==> config.mk <==
export PLATFORM = sky130hd
export DESIGN_NAME = cmal_core
export DESIGN_NICKNAME = d
export VERILOG_FILES = /design/src/rtl/cmal_pkg.sv /design/src/rtl/cmal_core.sv /design/src/rtl/cmal_state_timer.sv
export SDC_FILE = /design/constraint.sdc
export NUM_CORES = 2
export LEC_CHECK = 0
export BUFFER_PORTS_ARGS = -buffer_cell sky130_fd_sc_hd__buf_4
export CAP_MARGIN = 0
export CELL_PAD_IN_SITES_DETAIL_PLACEMENT = 1
export CELL_PAD_IN_SITES_GLOBAL_PLACEMENT = 1
export CORE_MARGIN = 2
export CORE_UTILIZATION = 45
export CTS_CLUSTER_SIZE = 24
export DETAILED_ROUTE_END_ITERATION = 7
export PLACE_DENSITY_LB_ADDON = 0.15
export SYNTH_ARGS = -nofsm -noshare
export SYNTH_HDL_FRONTEND = slang
export SYNTH_SLANG_ARGS = --single-unit
export TNS_END_PERCENT = 1
==> constraint.sdc <==
create_clock -name clk_i -period 124.2 [get_ports clk_i]
set_input_delay 24.84 -clock clk_i [delete_from_list [all_inputs] [get_ports clk_i]]
set_output_delay 24.84 -clock clk_i [all_outputs]
set_load 0.02 [all_outputs]
==> src/rtl/cmal_pkg.sv <==
// Package with types and constants of the cpu mode and address logic
// Overview of operation
// - Register add or subtract of 8, 16 or 32 bits completes in one state.
// - Unsigned byte multiply takes 3 states, unsigned 16 by 16 multiply takes 4 states.
// - Divide 16 by 8 takes 12 states, divide 32 by 16 takes 20 states.
// - Mode pins choose small 64-kbyte mode or large 16-Mbyte mode.
// - Small mode exists only with SMALL_MODE_AVAIL set; without it the core always runs in large mode.
// - Small mode uses only the low 16 bits of each effective address.
// - Small mode leaves the extended half free to hold any value.
// - Small mode carry or borrow of increment or decrement reaches the extended half.
// - Small mode vector table starts at zero with 16-bit entries.
// - Small mode indirect branch uses 8-bit address, reads 16-bit target.
// - Small mode indirect targets lie in 0x0000 to 0x00FF, sharing vector area.
// - Large mode vectors are 32-bit from zero, top byte ignored, 24-bit target.
// - Large mode indirect branch reads 32-bit target with top byte taken as zero.
// - Large mode indirect targets lie in 0x00000000 to 0x000000FF.
// - Exception entry pushes program counter and flags, extended control only if mode nonzero.
// - Multiply-accumulate, clear, load and store accumulator operations are executed.
// - Sleep operation puts the core into its power-down state.
// - Program counter is 24 bits and fetch address lowest bit is zero.
// - Control register load or modify masks all interrupts for three states.
// - General register seven is the stack pointer for calls and exceptions.
package cmal_pkg;

   // Operation codes
   typedef enum logic [4:0] {
      CMAL_OP_ADD,
      CMAL_OP_SUB,
      CMAL_OP_MULU_B,
      CMAL_OP_MULU_W,
      CMAL_OP_MULS_B,
      CMAL_OP_MULS_W,
      CMAL_OP_DIVU_B,
      CMAL_OP_DIVU_W,
      CMAL_OP_EA_CALC,
      CMAL_OP_POSTINC,
      CMAL_OP_PREDEC,
      CMAL_OP_VEC_ADDR,
      CMAL_OP_VEC_TARGET,
      CMAL_OP_IND_ADDR,
      CMAL_OP_IND_TARGET,
      CMAL_OP_EXC_ENTRY,
      CMAL_OP_CALL,
      CMAL_OP_MAC,
      CMAL_OP_CLEAR_ACCUMULATOR_OP,
      CMAL_OP_LOAD_ACCUMULATOR_OP,
      CMAL_OP_STORE_ACCUMULATOR_OP,
      CMAL_OP_CTRL_LOAD,
      CMAL_OP_CTRL_STORE,
      CMAL_OP_SLEEP,
      CMAL_OP_FETCH
   } cmal_op_t;

   typedef enum logic [1:0] {
      CMAL_SZ_B,
      CMAL_SZ_W,
      CMAL_SZ_L
   } cmal_size_t;

   typedef struct packed {
      cmal_op_t    op;
      cmal_size_t  size;
      logic [31:0] a;
      logic [31:0] b;
      logic [31:0] c;
   } cmal_req_t;

   typedef struct packed {
      cmal_op_t    op;
      logic [31:0] result;
      logic [23:0] ea;
   } cmal_resp_t;

   // State counts per operation
   localparam logic [4:0] CMAL_ST_ADD    = 5'h01;
   localparam logic [4:0] CMAL_ST_MULU_B = 5'h03;
   localparam logic [4:0] CMAL_ST_MULU_W = 5'h04;
   localparam logic [4:0] CMAL_ST_MULS_B = 5'h04;
   localparam logic [4:0] CMAL_ST_MULS_W = 5'h05;
   localparam logic [4:0] CMAL_ST_DIV_B  = 5'h0C;
   localparam logic [4:0] CMAL_ST_DIV_W  = 5'h14;
   localparam logic [4:0] CMAL_ST_BASIC  = 5'h01;
   localparam logic [1:0] CMAL_IRQ_HOLD  = 2'h3;
   localparam logic [1:0] CMAL_LOCK_CNT  = 2'h3;

   // Mode pin code that selects the small mode
   localparam logic [1:0] CMAL_MD_SMALL_SEL = 2'h0;

   // Address layout
   localparam logic [31:0] CMAL_VEC_BASE_S = 32'h00000000;
   localparam logic [31:0] CMAL_VEC_BASE_L = 32'h00000000;
   localparam logic [31:0] CMAL_FRAME_BASE = 32'h00000004;
   localparam logic [31:0] CMAL_FRAME_EXR  = 32'h00000002;
   localparam logic [31:0] CMAL_CALL_S     = 32'h00000002;
   localparam logic [31:0] CMAL_CALL_L     = 32'h00000004;
   localparam logic [1:0]  CMAL_ICM_ZERO   = 2'h0;

endpackage

==> src/rtl/cmal_core.sv <==
// Mode selection, address forming and operation timing of the cpu core
`timescale 1ns/1ps
module cmal_core import cmal_pkg::*; #(
   parameter bit SMALL_MODE_AVAIL = 1'b0
) (
   // Clock and reset
   input  wire logic       clk_i,
   input  wire logic       nrst_i,
   // Mode pins
   input  wire logic [1:0] mode_pins_i,
   // Operation request
   input  wire logic       req_valid_i,
   input  wire cmal_req_t  req_i,
   output logic            req_ready_o,
   // Core status inputs
   input  wire logic [1:0] icm_i,
   input  wire logic       wake_i,
   // Operation answer
   output logic            resp_valid_o,
   output cmal_resp_t      resp_o,
   // Core state
   output logic            mode_large_o,
   output logic            sleep_o,
   output logic            irq_mask_o
);

   logic [1:0]  md_s1_r;
   logic [1:0]  md_s2_r;
   logic [1:0]  lock_cnt_r;
   logic        locked_r;
   logic        mode_large_r;
   logic        ready_r;
   logic        resp_valid_r;
   cmal_resp_t  resp_r;
   logic        sleep_r;
   logic        sleep_nxt;
   logic [1:0]  mask_cnt_r;
   logic        irq_mask_r;
   logic [63:0] acc_r;
   logic [63:0] acc_nxt;

   logic        accept_w;
   cmal_op_t    last_op_w;
   logic        done_w;
   logic        idle_nxt_w;
   logic        small_sel_w;
   logic        large_w;
   logic [4:0]  states_w;
   logic [31:0] result_w;
   logic [31:0] ea_full_w;
   logic [23:0] ea_w;

   logic [31:0] sum_w;
   logic [31:0] diff_w;
   logic [31:0] size_mask_w;
   logic [15:0] mulu_b_w;
   logic [31:0] mulu_w_w;
   logic [15:0] muls_b_w;
   logic [31:0] muls_w_w;
   logic [15:0] divb_q_w;
   logic [15:0] divb_r_w;
   logic [31:0] divw_q_w;
   logic [31:0] divw_r_w;
   logic [31:0] mac_prod_w;
   logic [63:0] acc_add_w;
   logic [31:0] frame_bytes_w;
   logic [31:0] call_bytes_w;
   logic [31:0] exc_sp_w;
   logic [31:0] call_sp_w;
   logic [31:0] vec_addr_w;
   logic [31:0] branch_tgt_w;
   logic [31:0] ind_addr_w;
   logic [31:0] fetch_addr_w;

   // Mode pins pass two flops before use
   always_ff @(posedge clk_i) begin
      if (!nrst_i) begin
         md_s1_r <= 2'h0;
         md_s2_r <= 2'h0;
      end else begin
         md_s1_r <= mode_pins_i;
         md_s2_r <= md_s1_r;
      end
   end

   // Mode is caught once the synchroniser has settled after reset
   assign small_sel_w = SMALL_MODE_AVAIL && (md_s2_r == CMAL_MD_SMALL_SEL);

   always_ff @(posedge clk_i) begin
      if (!nrst_i) begin
         lock_cnt_r   <= 2'h0;
         locked_r     <= 1'b0;
         mode_large_r <= 1'b1;
      end else if (!locked_r) begin
         lock_cnt_r <= lock_cnt_r + 2'h1;
         if (lock_cnt_r == CMAL_LOCK_CNT) begin
            locked_r     <= 1'b1;
            mode_large_r <= !small_sel_w;
         end
      end
   end

   assign large_w  = mode_large_r;
   assign accept_w = req_valid_i && ready_r;

   // Address truncation per mode
   function automatic logic [23:0] cmal_trunc(input logic [31:0] v, input logic lg);
      cmal_trunc = lg ? v[23:0] : {8'h00, v[15:0]};
   endfunction

   // Arithmetic
   assign sum_w    = req_i.a + req_i.b;
   assign diff_w   = req_i.a - req_i.b;
   assign size_mask_w = (req_i.size == CMAL_SZ_B) ? 32'h000000FF :
                        (req_i.size == CMAL_SZ_W) ? 32'h0000FFFF : 32'hFFFFFFFF;
   assign mulu_b_w = req_i.a[7:0] * req_i.b[7:0];
   assign mulu_w_w = req_i.a[15:0] * req_i.b[15:0];
   assign muls_b_w = 16'($signed(req_i.a[7:0]) * $signed(req_i.b[7:0]));
   assign muls_w_w = 32'($signed(req_i.a[15:0]) * $signed(req_i.b[15:0]));
   assign divb_q_w = req_i.a[15:0] / {8'h00, req_i.b[7:0]};
   assign divb_r_w = req_i.a[15:0] % {8'h00, req_i.b[7:0]};
   assign divw_q_w = req_i.a / {16'h0000, req_i.b[15:0]};
   assign divw_r_w = req_i.a % {16'h0000, req_i.b[15:0]};

   // Accumulator
   assign mac_prod_w = 32'($signed(req_i.a[15:0]) * $signed(req_i.b[15:0]));
   assign acc_add_w  = acc_r + {{32{mac_prod_w[31]}}, mac_prod_w};

   // Stack frames, register seven carries the stack pointer in c
   assign frame_bytes_w = CMAL_FRAME_BASE + ((icm_i != CMAL_ICM_ZERO) ? CMAL_FRAME_EXR : 32'h0);
   assign call_bytes_w  = large_w ? CMAL_CALL_L : CMAL_CALL_S;
   assign exc_sp_w      = req_i.c - frame_bytes_w;
   assign call_sp_w     = req_i.c - call_bytes_w;

   // Vector and indirect branch addressing
   assign vec_addr_w   = large_w ? (CMAL_VEC_BASE_L + {22'h0, req_i.a[7:0], 2'b00})
                                 : (CMAL_VEC_BASE_S + {23'h0, req_i.a[7:0], 1'b0});
   assign branch_tgt_w = large_w ? {8'h00, req_i.a[23:0]}
                                 : {16'h0000, req_i.a[15:0]};
   assign ind_addr_w   = {24'h000000, req_i.a[7:0]};
   assign fetch_addr_w = {8'h00, req_i.a[23:1], 1'b0};

   // Result, address and state count per operation
   always_comb begin
      result_w  = 32'h0;
      ea_full_w = 32'h0;
      states_w  = CMAL_ST_BASIC;
      unique case (req_i.op)
         CMAL_OP_ADD: begin
            result_w = sum_w & size_mask_w;
            states_w = CMAL_ST_ADD;
         end
         CMAL_OP_SUB: begin
            result_w = diff_w & size_mask_w;
            states_w = CMAL_ST_ADD;
         end
         CMAL_OP_MULU_B: begin
            result_w = {16'h0000, mulu_b_w};
            states_w = CMAL_ST_MULU_B;
         end
         CMAL_OP_MULU_W: begin
            result_w = mulu_w_w;
            states_w = CMAL_ST_MULU_W;
         end
         CMAL_OP_MULS_B: begin
            result_w = {16'h0000, muls_b_w};
            states_w = CMAL_ST_MULS_B;
         end
         CMAL_OP_MULS_W: begin
            result_w = muls_w_w;
            states_w = CMAL_ST_MULS_W;
         end
         CMAL_OP_DIVU_B: begin
            result_w = (req_i.b[7:0] == 8'h00) ? req_i.a : {16'h0000, divb_r_w[7:0], divb_q_w[7:0]};
            states_w = CMAL_ST_DIV_B;
         end
         CMAL_OP_DIVU_W: begin
            result_w = (req_i.b[15:0] == 16'h0000) ? req_i.a : {divw_r_w[15:0], divw_q_w[15:0]};
            states_w = CMAL_ST_DIV_W;
         end
         CMAL_OP_EA_CALC: begin
            result_w  = sum_w;
            ea_full_w = sum_w;
         end
         CMAL_OP_POSTINC: begin
            result_w  = sum_w;
            ea_full_w = req_i.a;
         end
         CMAL_OP_PREDEC: begin
            result_w  = diff_w;
            ea_full_w = diff_w;
         end
         CMAL_OP_VEC_ADDR: begin
            result_w  = vec_addr_w;
            ea_full_w = vec_addr_w;
         end
         CMAL_OP_VEC_TARGET, CMAL_OP_IND_TARGET: begin
            result_w  = branch_tgt_w;
            ea_full_w = branch_tgt_w;
         end
         CMAL_OP_IND_ADDR: begin
            result_w  = ind_addr_w;
            ea_full_w = ind_addr_w;
         end
         CMAL_OP_EXC_ENTRY: begin
            result_w  = {req_i.b[7:0], req_i.a[23:0]};
            ea_full_w = exc_sp_w;
         end
         CMAL_OP_CALL: begin
            result_w  = {8'h00, req_i.a[23:0]};
            ea_full_w = call_sp_w;
         end
         CMAL_OP_STORE_ACCUMULATOR_OP: begin
            result_w = req_i.b[0] ? acc_r[63:32] : acc_r[31:0];
         end
         CMAL_OP_CTRL_LOAD, CMAL_OP_CTRL_STORE: begin
            result_w = req_i.a;
         end
         CMAL_OP_FETCH: begin
            result_w  = fetch_addr_w;
            ea_full_w = fetch_addr_w;
         end
         default: begin
            result_w = 32'h0;
         end
      endcase
   end

   assign ea_w = cmal_trunc(ea_full_w, large_w);

   // Accumulator update
   assign acc_nxt = !accept_w ? acc_r :
                    (req_i.op == CMAL_OP_MAC)    ? acc_add_w :
                    (req_i.op == CMAL_OP_CLEAR_ACCUMULATOR_OP) ? 64'h0 :
                    (req_i.op == CMAL_OP_LOAD_ACCUMULATOR_OP && req_i.b[0])  ? {req_i.a, acc_r[31:0]} :
                    (req_i.op == CMAL_OP_LOAD_ACCUMULATOR_OP && !req_i.b[0]) ? {acc_r[63:32], req_i.a} : acc_r;

   cmal_state_timer #(
      .CW (5)
   ) u_timer (
      .clk_i      (clk_i),
      .nrst_i     (nrst_i),
      .load_i     (accept_w),
      .count_i    (states_w),
      .done_o     (done_w),
      .idle_nxt_o (idle_nxt_w)
   );

   // One-state operations finish in their accept cycle, before resp_r holds them
   assign last_op_w = accept_w ? req_i.op : resp_r.op;

   // Sleep entry wins over a wake in the same cycle
   assign sleep_nxt = (done_w && last_op_w == CMAL_OP_SLEEP) ? 1'b1 : (wake_i ? 1'b0 : sleep_r);

   always_ff @(posedge clk_i) begin
      if (!nrst_i) begin
         ready_r      <= 1'b0;
         resp_valid_r <= 1'b0;
         resp_r       <= '0;
         sleep_r      <= 1'b0;
         acc_r        <= 64'h0;
      end else begin
         ready_r      <= locked_r && idle_nxt_w && !sleep_nxt;
         resp_valid_r <= done_w;
         sleep_r      <= sleep_nxt;
         acc_r        <= acc_nxt;
         if (accept_w) begin
            resp_r <= '{op: req_i.op, result: result_w, ea: ea_w};
         end
      end
   end

   // Interrupt mask after a control register load or modify
   always_ff @(posedge clk_i) begin
      if (!nrst_i) begin
         mask_cnt_r <= 2'h0;
         irq_mask_r <= 1'b0;
      end else if (done_w && last_op_w == CMAL_OP_CTRL_LOAD) begin
         mask_cnt_r <= CMAL_IRQ_HOLD - 2'h1;
         irq_mask_r <= 1'b1;
      end else if (mask_cnt_r != 2'h0) begin
         mask_cnt_r <= mask_cnt_r - 2'h1;
         irq_mask_r <= 1'b1;
      end else begin
         irq_mask_r <= 1'b0;
      end
   end

   assign req_ready_o  = ready_r;
   assign resp_valid_o = resp_valid_r;
   assign resp_o       = resp_r;
   assign mode_large_o = mode_large_r;
   assign sleep_o      = sleep_r;
   assign irq_mask_o   = irq_mask_r;
endmodule

==> src/rtl/cmal_state_timer.sv <==
// State counter that times one operation
`timescale 1ns/1ps
module cmal_state_timer #(
   parameter int CW = 5
) (
   // Clock and reset
   input  wire logic          clk_i,
   input  wire logic          nrst_i,
   // Control
   input  wire logic          load_i,
   input  wire logic [CW-1:0] count_i,
   // Status
   output logic               done_o,
   output logic               idle_nxt_o
);

   logic [CW-1:0] cnt_r;
   logic [CW-1:0] cnt_nxt;

   assign cnt_nxt    = load_i ? count_i : ((cnt_r != '0) ? cnt_r - CW'(1) : '0);
   // Done leads the last state by one cycle so the answer flop lands on it
   assign done_o     = (cnt_nxt == CW'(1));
   assign idle_nxt_o = (cnt_nxt == '0);

   always_ff @(posedge clk_i) begin
      if (!nrst_i) begin
         cnt_r <= '0;
      end else begin
         cnt_r <= cnt_nxt;
      end
   end

endmodule

==> results.md <==
* Status: finished, violations left
* Failing checks: DRC
* Setup TNS at 0 ns
* Number of synthesized flops with an enable pin at 0
* Hold Crit Depth at 1
* Primary FF master, synth: dfxtp_1
* Final Cycle Share at 95.3%
* Num rows at 130
* Post-DP HPWL at 203 mm
* H-tree depth at 4
* Drt total wl at between 200 and 300 mm
* Worst-Skew Late Latency at 0.51 ns
* Die height at approximately 360 um
* Layout filler cell count at 15,700
* Mapped Area at 57,300 um^2
* Worst min-delay path class: flop to flop
* Hold EP: mask_cnt_r[0]$_SDFFE_PP0P_
* Most common cell in the netlist: ha_1
* Core Area at 126,000 um^2
* Port Buffers at around 170
* CTS tree: done
* Post-Layout Cell Count at 9,255
* Clock Skew at about 0.03 ns
* FF+latch count, synth at approximately 140
* DR pass1 iterations at 8
* Starting density of the core at 45.5%
* Vias per cell at about 6.4
* Pin count of the biggest net entering global routing at 68
* Final slew viol count at 0
* Syn. warnings at 0
* Setup-failing EPs final at 0
* Layout Nets at roughly 9,000
* Fmax achieved at 8.45 MHz
* Wire per inst at between 20 and 30 um
* Syn_nets at 8,767
* Placed insts at slightly above 9,000
* DRC errors left at 3
* Fin. Hold Viols at 0
* Crit path launch type: primary input
* Vias at between 50,000 and 60,000
* Grt total ovfl at 0
* Top cells by area, synth: ha_1 18%, fa_1 16%, dfxtp_1 4.9%, xnor2_1 4.3%, inv_1 4.3%
* Average size of a mapped cell at a little under 8 um^2
* Critical path class: primary input to flop
* Crit end category: flop
* HP Start: mask_cnt_r[0]$_SDFFE_PP0P_
* Register area share after synthesis at about 4.9%
* Most common cell on crit path: o21a_1
* Yosys top cell area share at roughly 18%
* Max-Cap Viols at 0
* Slowest stage cell, crit path: or4_4
* Reg2reg path depth at between 40 and 50
* Synth unique cells at ~130
* I/O pin cnt at between 150 and 200
* R2r endpoint: acc_r[63]$_SDFFE_PN0P_
* Clock Path Buffers at 2
* Arrival time of the worst setup path at approximately 120 ns
* Minimum clock period at 118.36 ns
* Slew of the pin with the lowest slew margin at 1.37 ns
* Synth Instances at approximately 7,400
* Root Buffer: clkbuf_16
* Rel. slew slack at ~7.8%
* CP peak stage delay at around 0.73 ns
* Final GP Congestion at just over 1
* DRT antenna net count at 0
* Die Width at 361 um
* Num CTS Buffers at 17
* Commonest cells in the synthesized netlist: 833 x ha_1, 660 x inv_1, 645 x nand2_1, 600 x nor2_1, 473 x a21oi_1
* Area delta synth->final at 9.75%
* Async SR Flop Fraction at 0%
* Worst Setup SP: req_i[46]
* Die Area at around 130,000 um^2
* Clk sinks at about 140
* Reg2Reg Setup Slack at around 110 ns
* Critical Path RT at between 100 and 150 ns
* Vias in the first global route at 61,900
* Cell taking the most area after synthesis: ha_1
* Initial antenna violation count at 17
* Crit Path Max Fanout at 25
* GRT Total Usage at a little under two fifths
* Share of cells above drive strength 1 at 11.2%
* First-pass GRT wire length at between 300 and 400 mm
* Critical R2R Launch: acc_r[1]$_SDFFE_PN0P_
* CTS clk-pin slew, worst paths at roughly 0.07 ns
* DRT iter0 DRCs at around 4,400
## worst max path at each step
stage / end / slack, ns / depth (start not counted)
after floorplan: resp_o[47]$_SDFFE_PN0P_ / 3.88 / 461
after global placement: resp_o[47]$_SDFFE_PN0P_ / 3.94 / 431
after detailed placement: resp_o[40]$_SDFFE_PN0P_ / 1.88 / 431
after CTS: resp_o[47]$_SDFFE_PN0P_ / 2.10 / 433
after global routing: resp_o[47]$_SDFFE_PN0P_ / -0.09 / 436
final: resp_o[47]$_SDFFE_PN0P_ / 5.84 / 431
## stage by stage
stage	hold WS, ns	cell area, um^2	util (%)	setup slack [ns]
3_3_place_gp	0.431	61900	49.2	3.94
2_1_floorplan	0.421	57300	-	3.88
4_1_cts	0.461	62500	49.6	2.10
5_1_grt	0.479	62800	49.9	-0.0869
6_report	0.456	62900	49.9	5.84
3_5_place_dp	0.441	61900	49.2	1.88
## worst max-delay path, delay by kind of cell
| family | cells | cell delay [ns] |
|---|---|---|
| compound gates | 271 | 55.29 |
| buf+inv | 24 | 4.00 |
| fa+ha+maj | 31 | 9.59 |
| mux | 12 | 3.60 |
| simple gates | 93 | 21.16 |
## kinds of logic (layout without fill, tap and decap cells)
group           Yosys count  count (layout)  synth area share (%)
simple gates           2195            2195                  18.3
compound gates         2129            2129                  25.6
fa+ha+maj              1293            1293                  34.2
buf+inv                 974            1205                  6.48
xor+xnor                421             421                  6.45
mux                     214             214                  4.04
flops                   139             139                  4.86
other cells               1               9               0.00655
## cell usage in the layout, fill, tap and decap left out, types with 58 or more instances in the layout
cell and count:
a21o_1 130, a21oi_1 463, a221oi_1 73, and2_1 58, buf_4 499, dfxtp_1 139, fa_1 457, ha_1 833
inv_1 652, mux2_2 131, mux2i_1 78, nand2_1 642, nand3_1 99, nor2_1 592, nor2b_1 94, nor3_1 313
o211ai_1 73, o21a_1 283, o21ai_0 274, o21bai_1 125, o31ai_1 157, xnor2_1 282, xor2_1 137
## registers in the layout (all words and copies together), names as in the netlist
name	cells
acc_r	64
irq_mask_o	1
lock_cnt_r	2
locked_r	1
mask_cnt_r	2
req_ready_o	1
resp_o	61
resp_valid_o	1
sleep_o	1
u_timer.cnt_r	5
## metal layers
layer	global-route usage, %	share of wire, %	up-vias
met5	0	0.015	-
met4	24.6	7.9	6
met2	63.9	47	2130
met3	6.03	6.7	740
met1	43.9	39	29400
li1	-	-	26800
## cell type report
| type | instances | area [um^2] | area share, % |
|---|---|---|---|
| inverter | 668 | 2510 | 3.99 |
| antenna | 8 | 20.0 | 0.0319 |
| clock buffer | 19 | 443 | 0.705 |
| clock inverter | 12 | 116 | 0.185 |
| timing repair buffer | 506 | 3870 | 6.16 |
| multi-input combinational | 6253 | 51100 | 81.2 |
| sequential | 139 | 2780 | 4.43 |
| tap | 1650 | 2060 | 3.28 |
## repair_timing
item | CTS | global route
setup buffers | 0 | 16
setup endpoints to repair | 0 | 18
resized for setup | 0 | 47
hold buffers | 0 | 0
Power is left out: the tool's default activity adds up to more than one toggle a clock period on the data nets, which glitch-free logic cannot reach.
